===== config.mk =====
export PLATFORM = sky130hd
export DESIGN_NAME = hvsc_top
export DESIGN_NICKNAME = d
export VERILOG_FILES = /design/src/include/hvsc_pkg.sv /design/src/rtl/hvsc_softstart.sv /design/src/rtl/hvsc_top.sv
export SDC_FILE = /design/constraint.sdc
export NUM_CORES = 1
export LEC_CHECK = 0
export BUFFER_PORTS_ARGS = -buffer_cell sky130_fd_sc_hd__buf_2
export CORE_AREA = 2 2 105 107
export CTS_CLUSTER_DIAMETER = 40
export DETAILED_ROUTE_END_ITERATION = 7
export DIE_AREA = 0 0 107 109
export HOLD_SLACK_MARGIN = 0.1
export PLACE_DENSITY = 0.67
export REMOVE_ABC_BUFFERS = 1
export SLEW_MARGIN = 5
export SYNTH_ARGS = -nofsm -noshare
export SYNTH_HDL_FRONTEND = slang
export SYNTH_SLANG_ARGS = --single-unit

===== constraint.sdc =====
create_clock -name i_clk_sys -period 2.3 [get_ports i_clk_sys]
set_input_delay 0.115 -clock i_clk_sys [delete_from_list [all_inputs] [get_ports i_clk_sys]]
set_output_delay 0.115 -clock i_clk_sys [all_outputs]
set_load 0.01 [all_outputs]

===== src/include/hvsc_pkg.sv =====
// Shared constants for the high-voltage driver serial configuration block
package hvsc_pkg;

   // ************************************************************
   // Serial word layout
   // ************************************************************
   localparam int WORD_W      = 24;
   localparam int SEL_BIT     = 0;
   localparam int LVL_LSB     = 1;
   localparam int LVL_W       = 3;
   localparam int LIM_LSB     = 4;
   localparam int LIM_W       = 2;
   localparam int SS_OFF_BIT  = 6;
   localparam int SYNC_BIT    = 7;
   localparam int LIM_OFF_BIT = 8;
   localparam int MASK_LSB    = 1;
   localparam int LINE_OUTS   = 21;
   localparam int BOOST_OUTS  = 19;

   // ************************************************************
   // Reset values and implemented-bit masks
   // ************************************************************
   localparam logic [WORD_W-1:0] CFG_RESET      = 24'h00_0000;
   localparam logic [WORD_W-1:0] MASK_RESET     = 24'h00_0000;
   localparam logic [WORD_W-1:0] SHIFT_RESET    = 24'h00_0000;
   localparam logic [WORD_W-1:0] CFG_IMPL_MASK  = 24'h00_01fe;
   localparam logic [WORD_W-1:0] LINE_OUT_MASK  = 24'h3f_fffe;
   localparam logic [WORD_W-1:0] BOOST_OUT_MASK = 24'h0f_fffe;

   // ************************************************************
   // Field codes
   // ************************************************************
   localparam logic [LVL_W-1:0] LEVEL_SHUTDOWN = 3'h0;
   localparam logic [LIM_W-1:0] LIMIT_200MA    = 2'h0;
   localparam logic [LIM_W-1:0] LIMIT_600MA    = 2'h1;
   localparam logic [LIM_W-1:0] LIMIT_1A       = 2'h2;
   localparam logic [LIM_W-1:0] LIMIT_OVER_1A5 = 2'h3;

   // ************************************************************
   // Pin synchroniser layout and timing
   // ************************************************************
   localparam int PIN_N     = 6;
   localparam int PIN_SCLK  = 0;
   localparam int PIN_SDATA = 1;
   localparam int PIN_STB_N = 2;
   localparam int PIN_PWM   = 3;
   localparam int PIN_GATE  = 4;
   localparam int PIN_TGT   = 5;
   localparam logic [PIN_N-1:0] PIN_RESET = 6'h04;
   localparam int SOFTSTART_PWM_CYCLES    = 16384;

   // Boost regulator states
   typedef enum logic [3:0] {
      HVSC_REG_OFF    = 4'b0001,
      HVSC_REG_SWITCH = 4'b0010,
      HVSC_REG_WAIT   = 4'b0100,
      HVSC_REG_HOLD   = 4'b1000
   } hvsc_reg_state_t;

endpackage


===== src/rtl/hvsc_softstart.sv =====
// Soft-start interval counter clocked by boost PWM rising edges
`timescale 1ns/1ps
module hvsc_softstart #(
   parameter int CYCLES = hvsc_pkg::SOFTSTART_PWM_CYCLES
)(
   // System
   input  wire logic i_clk_sys,
   input  wire logic i_sys_rst,
   // Control
   input  wire logic i_start,
   input  wire logic i_abort,
   input  wire logic i_pwm_rise,
   // Status
   output logic      o_active
);
   localparam int CNT_W = $clog2(CYCLES) + 1;
   localparam logic [CNT_W-1:0] LAST = CNT_W'(CYCLES - 1);

   logic [CNT_W-1:0] count;

   // ************************************************************
   // Interval counter
   // ************************************************************
   // Start restarts a running interval; abort ends it at once
   always_ff @(posedge i_clk_sys) begin
      if (i_sys_rst) begin
         o_active <= 1'b0;
         count    <= '0;
      end else if (i_start) begin
         o_active <= 1'b1;
         count    <= '0;
      end else if (i_abort) begin
         o_active <= 1'b0;
         count    <= '0;
      end else if (o_active && i_pwm_rise) begin
         if (count == LAST) begin
            o_active <= 1'b0;
            count    <= '0;
         end else begin
            count <= count + CNT_W'(1);
         end
      end
   end
endmodule


===== src/rtl/hvsc_top.sv =====
// Serial configuration, output latching and boost control of the HV driver
`timescale 1ns/1ps
// Summary of operation
// - Reset clears shift register, both latched words and all control state.
// - 24-bit shift register moves toward MSB; first bit ends highest.
// - Strobe high: serial clock and data ignored, shift register unchanged.
// - Data sampled on each serial clock falling edge while strobe low.
// - Strobe rising edge copies shift register into word chosen by LSB.
// - Strobe falling edge clears shift register and re-enables input.
// - Latched words hold until same-type word arrives or reset.
// - LSB zero selects configuration word, one selects output mask.
// - Bit 8 disables current limit outside soft start; bits 23..9 read zero.
// - Bit 7 delays regulator switch-off to next PWM rising edge.
// - Bit 6 bypasses soft start, using selected limit directly.
// - Bits 5..4 pick limit 200 mA, 600 mA, 1 A, over 1.5 A.
// - Bits 3..1 zero means shutdown, outputs floating; else level.
// - Line-driver variant: any nonzero level code is just normal mode.
// - Mask bits 21..1 set each output latch; bits 23..22 read zero.
// - Line driver has 21 mask bits, boost variant only 19.
// - Soft start holds 200 mA limit for 16384 PWM cycles.
// - Lowering level while active enables discharge until level reached.
// - Gate low grounds outputs; gate high drives masked outputs high.
// - Shutdown or soft start: gate ignored, outputs floating.
module hvsc_top #(
   parameter bit BOOST_VARIANT    = 1'b1,
   parameter int SOFTSTART_CYCLES = hvsc_pkg::SOFTSTART_PWM_CYCLES
)(
   // System
   input  wire logic        i_clk_sys,
   input  wire logic        i_sys_rst,
   // Serial pins
   input  wire logic        i_serial_clk,
   input  wire logic        i_serial_data,
   input  wire logic        i_load_strobe_n,
   // Boost and output gate pins
   input  wire logic        i_boost_pwm_in,
   input  wire logic        i_output_gate,
   input  wire logic        i_vpp_at_target,
   // High-voltage outputs
   output logic [20:0]      o_hv_outputs,
   output logic [20:0]      o_hv_outputs_oe,
   // Boost control
   output logic             o_boost_switch,
   output logic             o_discharge_en,
   output logic [1:0]       o_current_limit_sel,
   output logic             o_current_limit_off,
   output logic [2:0]       o_boost_level_sel,
   output logic             o_softstart_active,
   output logic             o_normal_mode,
   // Latched words
   output logic [23:0]      o_config_word,
   output logic [23:0]      o_mask_word
);

   // Implemented output-mask bits for a variant
   function automatic logic [hvsc_pkg::WORD_W-1:0] out_mask(input bit boost);
      out_mask = boost ? hvsc_pkg::BOOST_OUT_MASK : hvsc_pkg::LINE_OUT_MASK;
   endfunction

   // Level field of a word
   function automatic logic [hvsc_pkg::LVL_W-1:0] level_of(input logic [hvsc_pkg::WORD_W-1:0] w);
      level_of = w[hvsc_pkg::LVL_LSB +: hvsc_pkg::LVL_W];
   endfunction

   localparam logic [hvsc_pkg::WORD_W-1:0] OUT_MASK = out_mask(BOOST_VARIANT);

   logic [hvsc_pkg::PIN_N-1:0]  pin_meta;
   logic [hvsc_pkg::PIN_N-1:0]  pin_sync;
   logic [hvsc_pkg::PIN_N-1:0]  pin_prev;
   logic [hvsc_pkg::WORD_W-1:0] shift;
   logic [hvsc_pkg::WORD_W-1:0] config_word;
   logic [hvsc_pkg::WORD_W-1:0] mask_word;
   logic                        sclk_fall;
   logic                        strobe_fall;
   logic                        strobe_rise;
   logic                        strobe_low;
   logic                        pwm_rise;
   logic                        vpp_at_target;
   logic                        cfg_load;
   logic                        mask_load;
   logic [hvsc_pkg::LVL_W-1:0]  level;
   logic [hvsc_pkg::LVL_W-1:0]  new_level;
   logic                        ss_start;
   logic                        ss_abort;
   logic                        ss_active;
   logic                        outputs_float;
   hvsc_pkg::hvsc_reg_state_t   reg_state;
   hvsc_pkg::hvsc_reg_state_t   next_reg_state;

   // ************************************************************
   // Pin synchronisers and edge detection
   // ************************************************************
   // Three flops per pin; edges compare the second and third stages
   always_ff @(posedge i_clk_sys) begin
      if (i_sys_rst) begin
         pin_meta <= hvsc_pkg::PIN_RESET;
         pin_sync <= hvsc_pkg::PIN_RESET;
         pin_prev <= hvsc_pkg::PIN_RESET;
      end else begin
         pin_meta <= {i_vpp_at_target, i_output_gate, i_boost_pwm_in,
                      i_load_strobe_n, i_serial_data, i_serial_clk};
         pin_sync <= pin_meta;
         pin_prev <= pin_sync;
      end
   end

   // Data and clock see equal delay, so data set while clock high is settled at the fall
   assign sclk_fall     = pin_prev[hvsc_pkg::PIN_SCLK] & ~pin_sync[hvsc_pkg::PIN_SCLK];
   assign strobe_fall   = pin_prev[hvsc_pkg::PIN_STB_N] & ~pin_sync[hvsc_pkg::PIN_STB_N];
   assign strobe_rise   = ~pin_prev[hvsc_pkg::PIN_STB_N] & pin_sync[hvsc_pkg::PIN_STB_N];
   assign strobe_low    = ~pin_sync[hvsc_pkg::PIN_STB_N];
   assign pwm_rise      = ~pin_prev[hvsc_pkg::PIN_PWM] & pin_sync[hvsc_pkg::PIN_PWM];
   assign vpp_at_target = pin_sync[hvsc_pkg::PIN_TGT];

   // ************************************************************
   // Serial shift register
   // ************************************************************
   // Strobe edge outranks a clock edge seen in the same cycle
   always_ff @(posedge i_clk_sys) begin
      if (i_sys_rst) begin
         shift <= hvsc_pkg::SHIFT_RESET;
      end else if (strobe_fall) begin
         shift <= hvsc_pkg::SHIFT_RESET;
      end else if (strobe_low && sclk_fall) begin
         shift <= {shift[hvsc_pkg::WORD_W-2:0], pin_sync[hvsc_pkg::PIN_SDATA]};
      end
   end

   // ************************************************************
   // Word latching
   // ************************************************************
   assign cfg_load  = strobe_rise & ~shift[hvsc_pkg::SEL_BIT];
   assign mask_load = strobe_rise & shift[hvsc_pkg::SEL_BIT];
   assign new_level = level_of(shift);
   assign level     = level_of(config_word);

   // Unimplemented bits are dropped at latch time so they always read zero
   always_ff @(posedge i_clk_sys) begin
      if (i_sys_rst) begin
         config_word <= hvsc_pkg::CFG_RESET;
      end else if (cfg_load) begin
         config_word <= shift & hvsc_pkg::CFG_IMPL_MASK;
      end
   end

   always_ff @(posedge i_clk_sys) begin
      if (i_sys_rst) begin
         mask_word <= hvsc_pkg::MASK_RESET;
      end else if (mask_load) begin
         mask_word <= shift & OUT_MASK;
      end
   end

   assign o_config_word = config_word;
   assign o_mask_word   = mask_word;

   // ************************************************************
   // Soft start
   // ************************************************************
   // Only the boost variant has an inrush interval to manage
   assign ss_start = cfg_load & BOOST_VARIANT & (level == hvsc_pkg::LEVEL_SHUTDOWN)
                     & (new_level != hvsc_pkg::LEVEL_SHUTDOWN) & ~shift[hvsc_pkg::SS_OFF_BIT];
   assign ss_abort = cfg_load & ((new_level == hvsc_pkg::LEVEL_SHUTDOWN) | shift[hvsc_pkg::SS_OFF_BIT]);

   hvsc_softstart #(
      .CYCLES     (SOFTSTART_CYCLES)
   ) u_softstart (
      .i_clk_sys  (i_clk_sys),
      .i_sys_rst  (i_sys_rst),
      .i_start    (ss_start),
      .i_abort    (ss_abort),
      .i_pwm_rise (pwm_rise),
      .o_active   (ss_active)
   );

   // ************************************************************
   // Boost regulator release
   // ************************************************************
   // Off at target: at once, or on the next PWM rise when sync is set
   always_comb begin
      next_reg_state = reg_state;
      unique case (reg_state)
         hvsc_pkg::HVSC_REG_OFF: begin
            if (BOOST_VARIANT && level != hvsc_pkg::LEVEL_SHUTDOWN) begin
               next_reg_state = hvsc_pkg::HVSC_REG_SWITCH;
            end
         end
         hvsc_pkg::HVSC_REG_SWITCH: begin
            if (level == hvsc_pkg::LEVEL_SHUTDOWN) begin
               next_reg_state = hvsc_pkg::HVSC_REG_OFF;
            end else if (vpp_at_target) begin
               next_reg_state = config_word[hvsc_pkg::SYNC_BIT] ? hvsc_pkg::HVSC_REG_WAIT
                                                                : hvsc_pkg::HVSC_REG_HOLD;
            end
         end
         hvsc_pkg::HVSC_REG_WAIT: begin
            if (level == hvsc_pkg::LEVEL_SHUTDOWN) begin
               next_reg_state = hvsc_pkg::HVSC_REG_OFF;
            end else if (pwm_rise) begin
               next_reg_state = hvsc_pkg::HVSC_REG_HOLD;
            end else if (!vpp_at_target) begin
               next_reg_state = hvsc_pkg::HVSC_REG_SWITCH;
            end
         end
         hvsc_pkg::HVSC_REG_HOLD: begin
            if (level == hvsc_pkg::LEVEL_SHUTDOWN) begin
               next_reg_state = hvsc_pkg::HVSC_REG_OFF;
            end else if (!vpp_at_target) begin
               next_reg_state = hvsc_pkg::HVSC_REG_SWITCH;
            end
         end
         default: next_reg_state = hvsc_pkg::HVSC_REG_OFF;
      endcase
   end

   // Switch follows the PWM only while the next state is switching or waiting
   always_ff @(posedge i_clk_sys) begin
      if (i_sys_rst) begin
         reg_state      <= hvsc_pkg::HVSC_REG_OFF;
         o_boost_switch <= 1'b0;
      end else begin
         reg_state      <= next_reg_state;
         o_boost_switch <= pin_sync[hvsc_pkg::PIN_PWM] & ((next_reg_state == hvsc_pkg::HVSC_REG_SWITCH)
                           | (next_reg_state == hvsc_pkg::HVSC_REG_WAIT));
      end
   end

   // ************************************************************
   // Rail discharge
   // ************************************************************
   // A lowering write wins over a target-reached clear in the same cycle
   always_ff @(posedge i_clk_sys) begin
      if (i_sys_rst) begin
         o_discharge_en <= 1'b0;
      end else if (cfg_load && BOOST_VARIANT && level != hvsc_pkg::LEVEL_SHUTDOWN && new_level < level) begin
         o_discharge_en <= 1'b1;
      end else if (cfg_load && new_level > level) begin
         o_discharge_en <= 1'b0;
      end else if (!vpp_at_target) begin
         o_discharge_en <= 1'b0;
      end
   end

   // ************************************************************
   // Limit, level and output drive
   // ************************************************************
   assign outputs_float = (level == hvsc_pkg::LEVEL_SHUTDOWN) | ss_active;

   // Soft start overrides both the limit selection and its disable
   always_ff @(posedge i_clk_sys) begin
      if (i_sys_rst) begin
         o_current_limit_sel <= hvsc_pkg::LIMIT_200MA;
         o_current_limit_off <= 1'b0;
         o_boost_level_sel   <= hvsc_pkg::LEVEL_SHUTDOWN;
         o_normal_mode       <= 1'b0;
         o_softstart_active  <= 1'b0;
      end else begin
         o_current_limit_sel <= ss_active ? hvsc_pkg::LIMIT_200MA
                                          : config_word[hvsc_pkg::LIM_LSB +: hvsc_pkg::LIM_W];
         o_current_limit_off <= config_word[hvsc_pkg::LIM_OFF_BIT] & ~ss_active;
         o_boost_level_sel   <= BOOST_VARIANT ? level : hvsc_pkg::LEVEL_SHUTDOWN;
         o_normal_mode       <= level != hvsc_pkg::LEVEL_SHUTDOWN;
         o_softstart_active  <= ss_active;
      end
   end

   // Unimplemented outputs are never enabled
   always_ff @(posedge i_clk_sys) begin
      if (i_sys_rst) begin
         o_hv_outputs    <= '0;
         o_hv_outputs_oe <= '0;
      end else begin
         o_hv_outputs_oe <= outputs_float ? '0 : OUT_MASK[hvsc_pkg::MASK_LSB +: hvsc_pkg::LINE_OUTS];
         o_hv_outputs    <= (outputs_float || !pin_sync[hvsc_pkg::PIN_GATE]) ? '0
                            : mask_word[hvsc_pkg::MASK_LSB +: hvsc_pkg::LINE_OUTS];
      end
   end
endmodule


==> out/metrics.csv <==
stage,metric,value,unit
global_route,track_usage,0.139,
cells_and_area,nNetsFinal,559,
die,rows,38,
power_and_ir_drop,p_per_area,648,nW/um^2
sta,max_slew_margin,0.388,
critical_path,cpMaxStageDelayCell,or4b_1,
critical_path,required,2.61,ns
logic_synthesis,synth-edff-count,0,
power_and_ir_drop,netSwitchingFraction,0.237,
die,core-area,10600,sq um
power_and_ir_drop,leakage,2.00,nW
power_and_ir_drop,seqPwrFrac,0.624,
routing,met1Wirelength,3830,microns
clock_network,htree_levels,3,
sta,layout_setup_ws,0.536,ns
logic_synthesis,dominantRegCellSynth,dfxtp_1,
cells_and_area,antenna_cells,0,
die,initial_core_util,0.404,
global_route,grt_pass1_vias,2944,
sta,timing.fmax,567,MHz
routing,wl_met2,3710,microns
job,cap_violations,0,
clock_network,clkLatencyLatePin,0.37,ns
routing,drcViolationCount,0,
routing,top_layer_used,met4,
die,dieHeight,109,microns
critical_path,arrival,2.08,ns
global_route,antenna_found_initial,0,
clock_network,clock-sinks,112,
sta,rsz0062_at_grt,false,
global_route,grt_pass1_wl,13200,microns
die,die_w,107,microns
cells_and_area,drive_above_1_share,0.194,
power_and_ir_drop,clock_power_share,0.349,
routing,wl_met3,344,microns
die,die-area,11700,sq um
logic_synthesis,synth.ff_latch_count,112,
placed_design,dp_slack,0.544,ns
sta,min_period,1.76,ns
logic_synthesis,synth_seq_area_share,0.523,
sta,setup_violations,0,
routing,drtPass1Iterations,4,
logic_synthesis,ys_warn_count,0,
logic_synthesis,syn_avg_cell_area,8.87,sq um
critical_path,critPathMaxStageDelay,0.51,ns
critical_path,path_max_fanout,8,
critical_path,crit_family,simple AND/OR/NAND/NOR gates,
power_and_ir_drop,net-switching-power,0.742,mW
clock_network,cts_buffers,9,
sta,fin_tns_setup,0,ns
logic_synthesis,synth_top_area_share,0.523,
logic_synthesis,netlist_instances,483,
logic_synthesis,synth_most_common_cell,dfxtp_1,
logic_synthesis,ys_types,48,
global_route,grt_max_degree,55,
sta,maxSlewViolCount,0,
logic_synthesis,synth_commonest_cells,"dfxtp_1, nand2_1, a21oi_1",
die,io_pins,108,
power_and_ir_drop,internal_power,2.39,mW
clock_network,cts_root_buffer,clkbuf_8,
outcome,outcome,completed,
placed_design,port_buffers,82,
clock_network,clock_path_buffers,2,
critical_path,critPathLaunchType,register,
routing,totalWireLength,7980,microns
power_and_ir_drop,ir_drop,0.000375,V
critical_path,worstPathCellList,"or3b_1, or4b_1, a21oi_1, and2b_1",
logic_synthesis,synthTopCellsByArea,"dfxtp_1, nand2_1, buf_4",
routing,drt_iter0_markers,112,
power_and_ir_drop,pwr-share-comb,0.026,
routing,wl_per_cell,11.5,microns
placed_design,place_hpwl,5660,microns
logic_synthesis,synth_top_area_cell,dfxtp_1,
sta,period_share,0.767,
cells_and_area,syn_to_final_growth,12.9,%
global_route,grt-ovfl-total,0,
routing,ant_nets,0,
logic_synthesis,synth-async-reset-ratio,0,
clock_network,cts_tree,done,
clock_network,cts_resized,0,
critical_path,critPathCaptureType,register,
placed_design,place_congestion,0.754,
routing,viasPerCell,4.58,
routing,vias,3170,
critical_path,crit_buf_inv,0,
sta,worstMarginPinSlew,0.915,ns
critical_path,path_class,register to register,
sta,hold_viol,0,
sta,skew,0.00924,ns
worst_hold_path,hp-class,primary input to register,
clock_network,path_clk_slew,0.10,ns
logic_synthesis,syn_area,4290,sq um
==> path summary, 6_finish.rpt <==
check / startpoint / to / slack [ns] / cells past startpoint
setup / recovery: reg_state[1] / reg_state[3] / 0.54 / 4
hold / removal: i_sys_rst / o_current_limit_sel[1] / 0.13 / 3
setup reg to reg: reg_state[1] / reg_state[3] / 0.54 / 4
hold reg to reg: pin_meta[2] / pin_sync[2] / 0.41 / 1
==> kinds of logic after synthesis <==
family | share of synthesized area
buffers and inverters | 0.104
xor gates and xnor gates | 0.0225
and+or+nand+nor | 0.249
other | 0.000875
muxes | 0.00234
DFF | 0.523
AOI/OAI and AO/OA | 0.0864
adders and majority gates | 0.0117
==> final cells by class <==
cell class / instances / area [sq um]
flip-flops and latches: 112 / 2240
fillers: 1062 / 5760
clock buffers: 9 / 124
clock inverters: 7 / 63.8
repair buffers: 94 / 515
multi-input cells: 322 / 1690
well taps: 140 / 175
inverters: 8 / 30.0
==> layout by cell type (no fill, tap or decap), types with 2 or more instances in the layout <==
cell type,count
dfxtp_1,112
nand2_1,104
buf_2,82
a21oi_1,50
conb_1,25
and2_1,22
nor3_1,16
nor2b_1,15
nor2_1,14
xnor2_1,9
clkbuf_8,9
inv_1,8
nand3_1,6
o21ai_0,6
dlygate4sd3_1,6
buf_4,6
or3_1,4
nor4_1,4
ha_1,4
clkinv_4,4
or2_1,3
or3b_1,3
o21ai_1,3
nor3b_1,3
nand2b_1,2
and4_1,2
nand4_1,2
a211oi_1,2
xor2_1,2
nand3b_1,2
inv_6,2
==> flip-flops by register name (all words and copies together) (netlist names), 2 cells and up <==
name	count
shift	20
o_hv_outputs	19
o_mask_word	19
u_softstart.count	15
o_config_word	8
pin_meta	6
pin_sync	6
reg_state	4
o_boost_level_sel	3
pin_prev	3
o_current_limit_sel	2
==> worst register-to-register path, delay by kind of cell (launching register included) <==
kind / cells / cell delay (ns)
AND/OR/NAND/NOR: 3 / 1.06
flip-flops: 1 / 0.46
AO/OA/AOI/OAI: 1 / 0.19
==> per-stage QoR <==
stage | std cells | utilization | power, mW | hold slack [ns] | cell area, sq um
after global placement | 670 | 0.433 | 2.07 | 0.294 | 4590
after detailed placement | 670 | 0.433 | 2.08 | 0.296 | 4590
after CTS | 692 | 0.456 | 3.18 | 0.129 | 4840
after global routing | 692 | 0.456 | 3.28 | 0.110 | 4840
final | 692 | 0.456 | 3.13 | 0.130 | 4840
after floorplan | 442 | - | 2.04 | 0.182 | 3960
==> what timing repair did <==
| item | CTS | global route |
|---|---|---|
| hold buffers | 6 | 0 |
| setup buffers | 0 | 0 |
| endpoints found under the hold margin | 6 | 0 |
==> routing by layer <==
layer,vias to the layer above,GRT usage
li1,1646,-
met3,10,0.0341
met1,1444,0.179
met4,0,0.0455
met5,-,0
met2,70,0.232
==> power by group through the flow <==
stage,sequential (mW),clock (mW),combinational (mW)
4_1_cts,1.96,1.14,0.0822
6_report,1.96,1.09,0.0825
2_1_floorplan,2.00,0,0.0433
5_1_grt,1.96,1.23,0.0921
3_5_place_dp,2.00,0,0.0746
3_3_place_gp,2.00,0,0.0730
Note: power is estimated with default switching activity, not from simulation.
